[config.mk]
export PLATFORM = sky130hd
export DESIGN_NAME = fsc_top
export DESIGN_NICKNAME = d
export VERILOG_FILES = /design/src/rtl/fsc_pkg.sv /design/src/rtl/fsc_top.sv /design/src/rtl/fsc_map_scan.sv
export VERILOG_INCLUDE_DIRS = /design/src /design/src/rtl
export SDC_FILE = /design/constraint.sdc
export NUM_CORES = 2
export LEC_CHECK = 0
export ABC_AREA = 1
export ABC_CLOCK_PERIOD_IN_PS = 14800
export BUFFER_PORTS_ARGS = -buffer_cell sky130_fd_sc_hd__buf_2
export CORE_MARGIN = 5
export CORE_UTILIZATION = 67
export CTS_CLUSTER_DIAMETER = 60
export CTS_CLUSTER_SIZE = 24
export DETAILED_ROUTE_END_ITERATION = 10
export PLACE_DENSITY = 0.87
export RECOVER_POWER = 50
export SLEW_MARGIN = 5
export SYNTH_ARGS = -nofsm -noshare
export SYNTH_HDL_FRONTEND = slang
export SYNTH_SLANG_ARGS = --single-unit
[constraint.sdc]
create_clock -name SYS_CLK -period 14.8 [get_ports SYS_CLK]
set_input_delay 2.22 -clock SYS_CLK [delete_from_list [all_inputs] [get_ports SYS_CLK]]
set_output_delay 2.22 -clock SYS_CLK [all_outputs]
set_load 0.01 [all_outputs]
[src/rtl/fsc_defs.svh]
/*
 * register offsets, field positions, reset values and check limits of the
 * function-setting checker.
 * assumes a 12-bit byte address on the register port, one word per register.
 */
`ifndef FSC_DEFS_SVH
`define FSC_DEFS_SVH

`define FSC_OFS_CTRL      12'h000
`define FSC_OFS_STATUS    12'h004
`define FSC_OFS_MASK      12'h008
`define FSC_OFS_CYCLE     12'h00C
`define FSC_OFS_CLOSED    12'h010
`define FSC_OFS_GEAR_NUM  12'h014
`define FSC_OFS_GEAR_DEN  12'h018
`define FSC_OFS_OPMODE    12'h01C
`define FSC_OFS_RX_COUNT  12'h020
`define FSC_OFS_TX_COUNT  12'h024
`define FSC_OFS_ERR_STATE 12'h028
`define FSC_RX_PAGE       4'h1
`define FSC_TX_PAGE       4'h2

`define FSC_CTRL_CLEAR    0
`define FSC_STS_CONFLICT  0
`define FSC_STS_CLEARED   1
`define FSC_STS_W         2
`define FSC_CAUSE_W       10
`define FSC_CAUSE_LSB     20

`define FSC_RST_GEAR      32'h0000_0001
`define FSC_RST_OPMODE    8'h08
`define FSC_RST_RX_IDX    16'h607A
`define FSC_RST_TX_IDX    16'h6064
`define FSC_RST_BITS      8'h20

`define FSC_MODE_PP       8'h01
`define FSC_MODE_HM       8'h06
`define FSC_RX_MAX_FAST   12'h014
`define FSC_RX_MAX_CLOSED 12'h00C
`define FSC_TX_MAX_OBJ    5'h0B
`define FSC_OBJ_CSP_REF   16'h4020
`define FSC_ERR_MAIN      8'h93
`define FSC_ERR_SUB       8'h04

`endif

[src/rtl/fsc_pkg.sv]
/*
 * types of the function-setting checker.
 * assumes fsc_defs.svh carries every number.
 */
package fsc_pkg;

   // cycle code; all four codes are legal
   typedef enum logic [1:0] {
      FSC_CYC_250US = 2'b00,
      FSC_CYC_500US = 2'b01,
      FSC_CYC_1MS   = 2'b10,
      FSC_CYC_2MS   = 2'b11
   } fsc_cycle_e;

   typedef struct packed {
      logic [11:0] addr;
      logic [31:0] wdata;
      logic wr;
      logic rd;
   } fsc_bus_req_s;

   typedef struct packed {
      fsc_cycle_e cycle;
      logic closed;
      logic [31:0] gear_num;
      logic [31:0] gear_den;
      logic [7:0] opmode;
   } fsc_cfg_s;

endpackage

[src/rtl/fsc_top.sv]
/*
 * function-setting checker: holds cycle, control mode, gear, operating mode
 * and both mapping tables, flags unsupported combinations as one error.
 * assumes a host on the same clock using the plain strobe register port.
 */
`timescale 1ns/1ps
`include "fsc_defs.svh"
module fsc_top #(
   parameter int RX_DEPTH = 8,
   parameter int TX_DEPTH = 16
) (
   input wire logic SYS_CLK,
   input wire logic SYS_RST,
   input wire fsc_pkg::fsc_bus_req_s REG_REQ,
   output logic [31:0] REG_RDATA,
   output logic IRQ,
   output logic ERR_ACTIVE,
   output logic [7:0] ERR_MAIN,
   output logic [7:0] ERR_SUB
);
   import fsc_pkg::*;

   localparam int RXC_W = $clog2(RX_DEPTH + 1);
   localparam int TXC_W = $clog2(TX_DEPTH + 1);

   fsc_cfg_s cfg_q, cfg_d;
   logic [RXC_W-1:0] rx_cnt_q, rx_cnt_d;
   logic [TXC_W-1:0] tx_cnt_q, tx_cnt_d;
   logic [RX_DEPTH-1:0][15:0] rx_idx_q;
   logic [RX_DEPTH-1:0][7:0] rx_bits_q;
   logic [TX_DEPTH-1:0][15:0] tx_idx_q;
   logic [TX_DEPTH-1:0][7:0] tx_bits_q;
   logic [`FSC_STS_W-1:0] sts_q, sts_d, mask_q, mask_d;
   logic [`FSC_CAUSE_W-1:0] cause_q, cause_d;
   logic conflict_q, conflict_d, err_q, err_d, irq_q, irq_d;
   logic [7:0] main_q, main_d, sub_q, sub_d;
   logic [31:0] rdata_q, rdata_d;
   logic [11:0] rx_bytes;
   logic csp_mapped;
   logic wr, rd, clr_req, rx_page, tx_page;
   logic [5:0] slot;
   logic fast, c250, unity, pp_hm, hm;

   assign wr = REG_REQ.wr;
   assign rd = REG_REQ.rd;
   assign slot = REG_REQ.addr[7:2];
   assign rx_page = REG_REQ.addr[11:8] == `FSC_RX_PAGE;
   assign tx_page = REG_REQ.addr[11:8] == `FSC_TX_PAGE;
   assign clr_req = wr && REG_REQ.addr == `FSC_OFS_CTRL && REG_REQ.wdata[`FSC_CTRL_CLEAR];

   // mapping tables, one slot per entry
   for (genvar i = 0; i < RX_DEPTH; i++) begin : g_rx
      logic [23:0] ent_d;
      always_comb begin
         ent_d = {rx_idx_q[i], rx_bits_q[i]};
         if (wr && rx_page && slot == 6'(i)) begin
            ent_d = {REG_REQ.wdata[31:16], REG_REQ.wdata[7:0]};
         end
      end
      always_ff @(posedge SYS_CLK) begin
         if (SYS_RST) begin
            rx_idx_q[i] <= `FSC_RST_RX_IDX;
            rx_bits_q[i] <= `FSC_RST_BITS;
         end else begin
            rx_idx_q[i] <= ent_d[23:8];
            rx_bits_q[i] <= ent_d[7:0];
         end
      end
   end

   for (genvar i = 0; i < TX_DEPTH; i++) begin : g_tx
      logic [23:0] ent_d;
      always_comb begin
         ent_d = {tx_idx_q[i], tx_bits_q[i]};
         if (wr && tx_page && slot == 6'(i)) begin
            ent_d = {REG_REQ.wdata[31:16], REG_REQ.wdata[7:0]};
         end
      end
      always_ff @(posedge SYS_CLK) begin
         if (SYS_RST) begin
            tx_idx_q[i] <= `FSC_RST_TX_IDX;
            tx_bits_q[i] <= `FSC_RST_BITS;
         end else begin
            tx_idx_q[i] <= ent_d[23:8];
            tx_bits_q[i] <= ent_d[7:0];
         end
      end
   end

   // receive table: byte total; the index search is unused there
   fsc_map_scan #(.DEPTH(RX_DEPTH), .CW(RXC_W)) u_rx_scan (
      .count(rx_cnt_q),
      .obj_idx(rx_idx_q),
      .obj_bits(rx_bits_q),
      .find_idx(`FSC_OBJ_CSP_REF),
      .total_bytes(rx_bytes),
      .found()
   );

   // transmit table: looks for the cyclic position reference object
   fsc_map_scan #(.DEPTH(TX_DEPTH), .CW(TXC_W)) u_tx_scan (
      .count(tx_cnt_q),
      .obj_idx(tx_idx_q),
      .obj_bits(tx_bits_q),
      .find_idx(`FSC_OBJ_CSP_REF),
      .total_bytes(),
      .found(csp_mapped)
   );

   // configuration writes; counts saturate at the table depth
   always_comb begin
      cfg_d = cfg_q;
      rx_cnt_d = rx_cnt_q;
      tx_cnt_d = tx_cnt_q;
      mask_d = mask_q;
      if (wr) begin
         unique case (REG_REQ.addr)
            `FSC_OFS_MASK: mask_d = REG_REQ.wdata[`FSC_STS_W-1:0];
            `FSC_OFS_CYCLE: cfg_d.cycle = fsc_cycle_e'(REG_REQ.wdata[1:0]);
            `FSC_OFS_CLOSED: cfg_d.closed = REG_REQ.wdata[0];
            `FSC_OFS_GEAR_NUM: cfg_d.gear_num = REG_REQ.wdata;
            `FSC_OFS_GEAR_DEN: cfg_d.gear_den = REG_REQ.wdata;
            `FSC_OFS_OPMODE: cfg_d.opmode = REG_REQ.wdata[7:0];
            `FSC_OFS_RX_COUNT: begin
               rx_cnt_d = (REG_REQ.wdata > 32'(RX_DEPTH)) ? RXC_W'(RX_DEPTH) : REG_REQ.wdata[RXC_W-1:0];
            end
            `FSC_OFS_TX_COUNT: begin
               tx_cnt_d = (REG_REQ.wdata > 32'(TX_DEPTH)) ? TXC_W'(TX_DEPTH) : REG_REQ.wdata[TXC_W-1:0];
            end
            default: ;
         endcase
      end
   end

   always_ff @(posedge SYS_CLK) begin
      if (SYS_RST) begin
         cfg_q <= '{FSC_CYC_1MS, 1'b0, `FSC_RST_GEAR, `FSC_RST_GEAR, `FSC_RST_OPMODE};
         rx_cnt_q <= RXC_W'(1);
         tx_cnt_q <= TXC_W'(1);
         mask_q <= '0;
      end else begin
         cfg_q <= cfg_d;
         rx_cnt_q <= rx_cnt_d;
         tx_cnt_q <= tx_cnt_d;
         mask_q <= mask_d;
      end
   end

   // decoded setting terms
   assign fast = cfg_q.cycle == FSC_CYC_250US || cfg_q.cycle == FSC_CYC_500US;
   assign c250 = cfg_q.cycle == FSC_CYC_250US;
   assign unity = cfg_q.gear_num == cfg_q.gear_den;
   assign hm = cfg_q.opmode == `FSC_MODE_HM;
   assign pp_hm = hm || cfg_q.opmode == `FSC_MODE_PP;

   // conflict checks, recomputed every cycle so any change is seen
   always_comb begin
      cause_d[0] = !unity && fast;
      cause_d[1] = cfg_q.closed && c250;
      cause_d[2] = hm && fast;
      cause_d[3] = fast && rx_bytes > `FSC_RX_MAX_FAST;
      cause_d[4] = cfg_q.closed && rx_bytes > `FSC_RX_MAX_CLOSED;
      cause_d[5] = pp_hm && c250;
      cause_d[6] = pp_hm && cfg_q.cycle == FSC_CYC_1MS && cfg_q.closed && !unity;
      cause_d[7] = rx_bytes == 12'h000;
      cause_d[8] = {{(8 - TXC_W){1'b0}}, tx_cnt_q} >= 8'(`FSC_TX_MAX_OBJ);
      cause_d[9] = csp_mapped && (fast || !unity);
      conflict_d = |cause_d;
   end

   // error latch and interrupt status; a set always beats a clear
   always_comb begin
      err_d = conflict_q || (err_q && !clr_req);
      sts_d = sts_q;
      if (wr && REG_REQ.addr == `FSC_OFS_STATUS) begin
         sts_d = sts_q & ~REG_REQ.wdata[`FSC_STS_W-1:0];
      end
      if (conflict_d && !conflict_q) begin
         sts_d[`FSC_STS_CONFLICT] = 1'b1;
      end
      if (err_q && !err_d) begin
         sts_d[`FSC_STS_CLEARED] = 1'b1;
      end
      // next mask too, so a mask write or a clear shows on the pin at once
      irq_d = |(sts_d & mask_d);
      main_d = err_d ? `FSC_ERR_MAIN : 8'h00;
      sub_d = err_d ? `FSC_ERR_SUB : 8'h00;
   end

   always_ff @(posedge SYS_CLK) begin
      if (SYS_RST) begin
         cause_q <= '0;
         conflict_q <= 1'b0;
         err_q <= 1'b0;
         sts_q <= '0;
         irq_q <= 1'b0;
         main_q <= 8'h00;
         sub_q <= 8'h00;
      end else begin
         cause_q <= cause_d;
         conflict_q <= conflict_d;
         err_q <= err_d;
         sts_q <= sts_d;
         irq_q <= irq_d;
         main_q <= main_d;
         sub_q <= sub_d;
      end
   end

   // read mux; data stand one cycle only, unmapped reads give zero
   always_comb begin
      rdata_d = 32'h0000_0000;
      if (rd) begin
         if (rx_page && slot < 6'(RX_DEPTH)) begin
            rdata_d = {rx_idx_q[slot[$clog2(RX_DEPTH)-1:0]], 8'h00, rx_bits_q[slot[$clog2(RX_DEPTH)-1:0]]};
         end else if (tx_page && slot < 6'(TX_DEPTH)) begin
            rdata_d = {tx_idx_q[slot[$clog2(TX_DEPTH)-1:0]], 8'h00, tx_bits_q[slot[$clog2(TX_DEPTH)-1:0]]};
         end else begin
            unique case (REG_REQ.addr)
               `FSC_OFS_STATUS: rdata_d[`FSC_STS_W-1:0] = sts_q;
               `FSC_OFS_MASK: rdata_d[`FSC_STS_W-1:0] = mask_q;
               `FSC_OFS_CYCLE: rdata_d[1:0] = cfg_q.cycle;
               `FSC_OFS_CLOSED: rdata_d[0] = cfg_q.closed;
               `FSC_OFS_GEAR_NUM: rdata_d = cfg_q.gear_num;
               `FSC_OFS_GEAR_DEN: rdata_d = cfg_q.gear_den;
               `FSC_OFS_OPMODE: rdata_d[7:0] = cfg_q.opmode;
               `FSC_OFS_RX_COUNT: rdata_d[RXC_W-1:0] = rx_cnt_q;
               `FSC_OFS_TX_COUNT: rdata_d[TXC_W-1:0] = tx_cnt_q;
               `FSC_OFS_ERR_STATE: begin
                  rdata_d = {2'b00, cause_q, sub_q[3:0], main_q, 6'h00, conflict_q, err_q};
               end
               default: ;
            endcase
         end
      end
   end

   always_ff @(posedge SYS_CLK) begin
      if (SYS_RST) begin
         rdata_q <= 32'h0000_0000;
      end else begin
         rdata_q <= rdata_d;
      end
   end

   assign REG_RDATA = rdata_q;
   assign IRQ = irq_q;
   assign ERR_ACTIVE = err_q;
   assign ERR_MAIN = main_q;
   assign ERR_SUB = sub_q;
endmodule

[src/rtl/fsc_map_scan.sv]
/*
 * combinational scan of one process-data mapping table: byte total of the
 * live entries and whether a given object index is among them.
 * assumes entries below count are live and the rest are ignored.
 */
`timescale 1ns/1ps
module fsc_map_scan #(
   parameter int DEPTH = 8,
   parameter int CW = 4
) (
   input wire logic [CW-1:0] count,
   input wire logic [DEPTH-1:0][15:0] obj_idx,
   input wire logic [DEPTH-1:0][7:0] obj_bits,
   input wire logic [15:0] find_idx,
   output logic [11:0] total_bytes,
   output logic found
);
   import fsc_pkg::*;

   logic [11:0] acc [0:DEPTH];
   logic [DEPTH-1:0] hit;

   assign acc[0] = 12'h000;

   // running bit total and index match, one stage per entry
   for (genvar i = 0; i < DEPTH; i++) begin : g_ent
      logic live;
      assign live = CW'(i) < count;
      assign acc[i+1] = acc[i] + (live ? {4'h0, obj_bits[i]} : 12'h000);
      assign hit[i] = live && (obj_idx[i] == find_idx);
   end

   // partial bytes count as a whole byte
   assign total_bytes = (acc[DEPTH] + 12'h007) >> 3;
   assign found = |hit;
endmodule

==> summary.txt <==
peak supply drop = 0.0001124 V
buffers and inverters on the worst path = 4
Inst Count DP = 4529
post-route ant nets = 0
Initial Util = 67.57%
CP Launch Point = SYS_RST
CTS sink cnt = 709
CP max FO = 315
Post-CTS Setup Bufs = 0
Area contributors post-synth = dfxtp_1, a21oi_1, o21ai_0
Hold-fix buffers, CTS = 0
vias in the first global route = 27843
FF-to-FF Start = rx_cnt_q[3]
most area-hungry cell type in the Yosys netlist = dfxtp_1
clock-pin slew on the worst setup and hold paths = 0.09 ns
CTS H-tree depth = 2
CTS root buf = clkbuf_16
CTS tree = yes
CP Depth = 5
PwrDens = 102.8 nW/um^2
Num CTS Buffers = 43
Synth top cells by count = dfxtp_1, a21oi_1, o21ai_0
Synth Flop Type = dfxtp_1
Post-synth ARST share = 0%
arrival time worst endpoint = 10.78 ns
initial antenna violation count = 2
syn avg cell area = 7.805 um^2
Worst Hold Class = reg -> reg
Hold Crit Start = cfg_q[73]
Vias/cell = 6.733
# rows = 80
final setup vio count = 0
Core Area = 47550 um^2
number of iterations in the first detailed-routing pass = 10
Final Hold Violating Endpoints = 0
final instance area = 33630 um^2
Worst EP required = 15.27 ns
DRC = 0
Fin Setup TNS = 0 ns
Multi-input gate area = 14970 um^2
final worst slack = 4.488 ns
first-pass GRT wire length = 163000 um
FMAX = 96.97 MHz
Die X = 229.0 um
CP max stage delay = 2.86 ns
Max Cap Violations = 3
minimum clock period = 10.31 ns
Startpoint Class = input pin
Gate Count Post-Synth = 4116
Synth cell types = 65
R2R depth = 25
routed vias = 31013
placed cell area = 32210 um^2
DIE HEIGHT = 229.0 um
synthesized cell area = 32120 um^2
actual slew at the worst max-slew pin = 5.397 ns
Max clock buf depth = 3
outcome = complete, but fails checks
Synth top area share = 44.18%
most common cell in the netlist = dfxtp_1
layout cells sized above 1 = 6.493%
RSZ-0062 raised after global routing = false
Area Growth Syn to Fin = 4.686%
Finished Layout Cells = 4606
critical setup path kind = in -> reg
Post-DP HPWL = 68950 um
Post-synth EDFFs = 0
port bufs = 86
CP Capture Type = flop
largest net degree at the start of global routing = 316
Tcrit/Tclk final = 69.68%
Rel. slew slack = -259.8%
gr ovfl total = 0
post-place setup slack = 8.936 ns
#FFs+latches synth = 709
Critical-path top delay cell = clkbuf_1
Seq/Total Area, Yosys = 44.18%
Post-Route WL = 107300 um
Clk Latency, worst-skew pair = 0.64 ns
# resized after CTS = 0
nets = 4066
Leak = 13.45 nW
Iter 0 DRT Violations = 5522
Storage cell area = 14190 um^2
worst-path cell chain = buf_2 > clkbuf_1 > inv_8 > clkbuf_2 > o211ai_1
gr usage total = 38.95%
delay-heaviest family, CP = buffers and inverters
fillers = 3789
# IOs = 98
Final GP Congestion = 1.058
Yosys Warn Count = 0
Max Slew Vio Count = 486
die area = 52430 um^2
clk_skew = 0.04375 ns
hold depth = 1
wire per inst = 23.30 um
failing checks = capacitance limit, slew limit
## worst paths after layout
check	end	slack, ns
min reg2reg	cause_q[5]	0.46
max reg2reg	sts_q[0]	8.74
min	cause_q[5]	0.46
max	tx_idx_q[181]	4.49
## flip-flops by register name, indices dropped and copies added, names as in the netlist
signal and flops:
tx_idx_q 256, rx_idx_q 128, ERR_MAIN 1, tx_cnt_q 5, cause_q 10, rx_bits_q 64, conflict_q 1, sts_q 2
cfg_q 75, IRQ 1, rx_cnt_q 4, mask_q 2, tx_bits_q 128, REG_RDATA 32
## layout by cell type (no fill, tap or decap), types with 11 or more instances in the layout
master,Yosys,layout
a211oi_1,11,11
o211ai_1,132,132
xor2_1,11,11
a21oi_1,594,594
clkbuf_1,187,43
fa_1,47,47
conb_1,1,11
inv_1,349,348
buf_2,99,47
dfxtp_1,709,709
o22ai_1,60,60
inv_2,35,33
o21ai_0,555,557
o21ai_1,19,17
clkbuf_16,0,44
o221ai_1,21,21
nor2_4,17,20
a22oi_1,155,155
ha_1,12,12
nor3_1,36,36
nand3_1,102,102
buf_4,27,35
clkinv_1,17,17
nor2_1,236,231
nor2_2,21,23
nand4_1,58,58
nand2_1,454,452
a221oi_1,35,35
## cell type report
cell class                      instances  share of cell area, %
Tap cell                              615                  2.288
Sequential cell                       709                  42.21
Multi-Input combinational cell       2676                  44.51
Clock buffer                           48                  3.378
Antenna cell                            2                0.01488
Timing Repair Buffer                  125                  2.013
Clock inverter                         27                  1.031
Inverter                              404                  4.561
## power breakdown
part	switching (mW)	internal (mW)	leakage [nW]	total, mW
clock network	0.724	0.637	0.712	1.36
logic	0.157	0.0320	7.02	0.189
registers	0.000828	1.91	5.72	1.91
## stage by stage
step	power [mW]	hold WS [ns]	util, %
after floorplan	2.060	0.4226	-
after global placement	2.128	0.4374	67.75
after detailed placement	2.128	0.4427	67.75
after CTS	3.438	0.4609	70.87
after global routing	3.535	0.4855	70.72
final	3.458	0.4615	70.73
## routing by layer
layer	vias to the layer above	wire length [um]	share of wire [%]	global-route usage [%]
met3	380	16170	15	13.05
li1	13916	-	-	-
met1	14315	40940	38	53.34
met4	0	5901	5.5	17.76
met5	-	0	0	0
met2	2402	44290	41	56.09
## worst reg2reg max path, delay by kind of cell (launching register included)
family | cells | cell delay (ns)
adders and majority gates | 5 | 2.44
and+or+nand+nor | 11 | 1.44
AOI/OAI and AO/OA | 4 | 1.03
DFF | 1 | 0.43
buffers and inverters | 5 | 0.43
## logic make-up (layout without fill, tap and decap cells)
| family | count (synthesis) | in the layout | share of synthesized area, % |
|---|---|---|---|
| compound gates | 1637 | 1637 | 29.44 |
| xor+xnor | 15 | 15 | 0.4089 |
| fa+ha+maj | 59 | 59 | 3.396 |
| buf+inv | 741 | 604 | 9.441 |
| flops | 709 | 709 | 44.18 |
| other cells | 1 | 13 | 0.01167 |
| simple gates | 954 | 954 | 13.12 |
(Power assumes the default switching activity.)
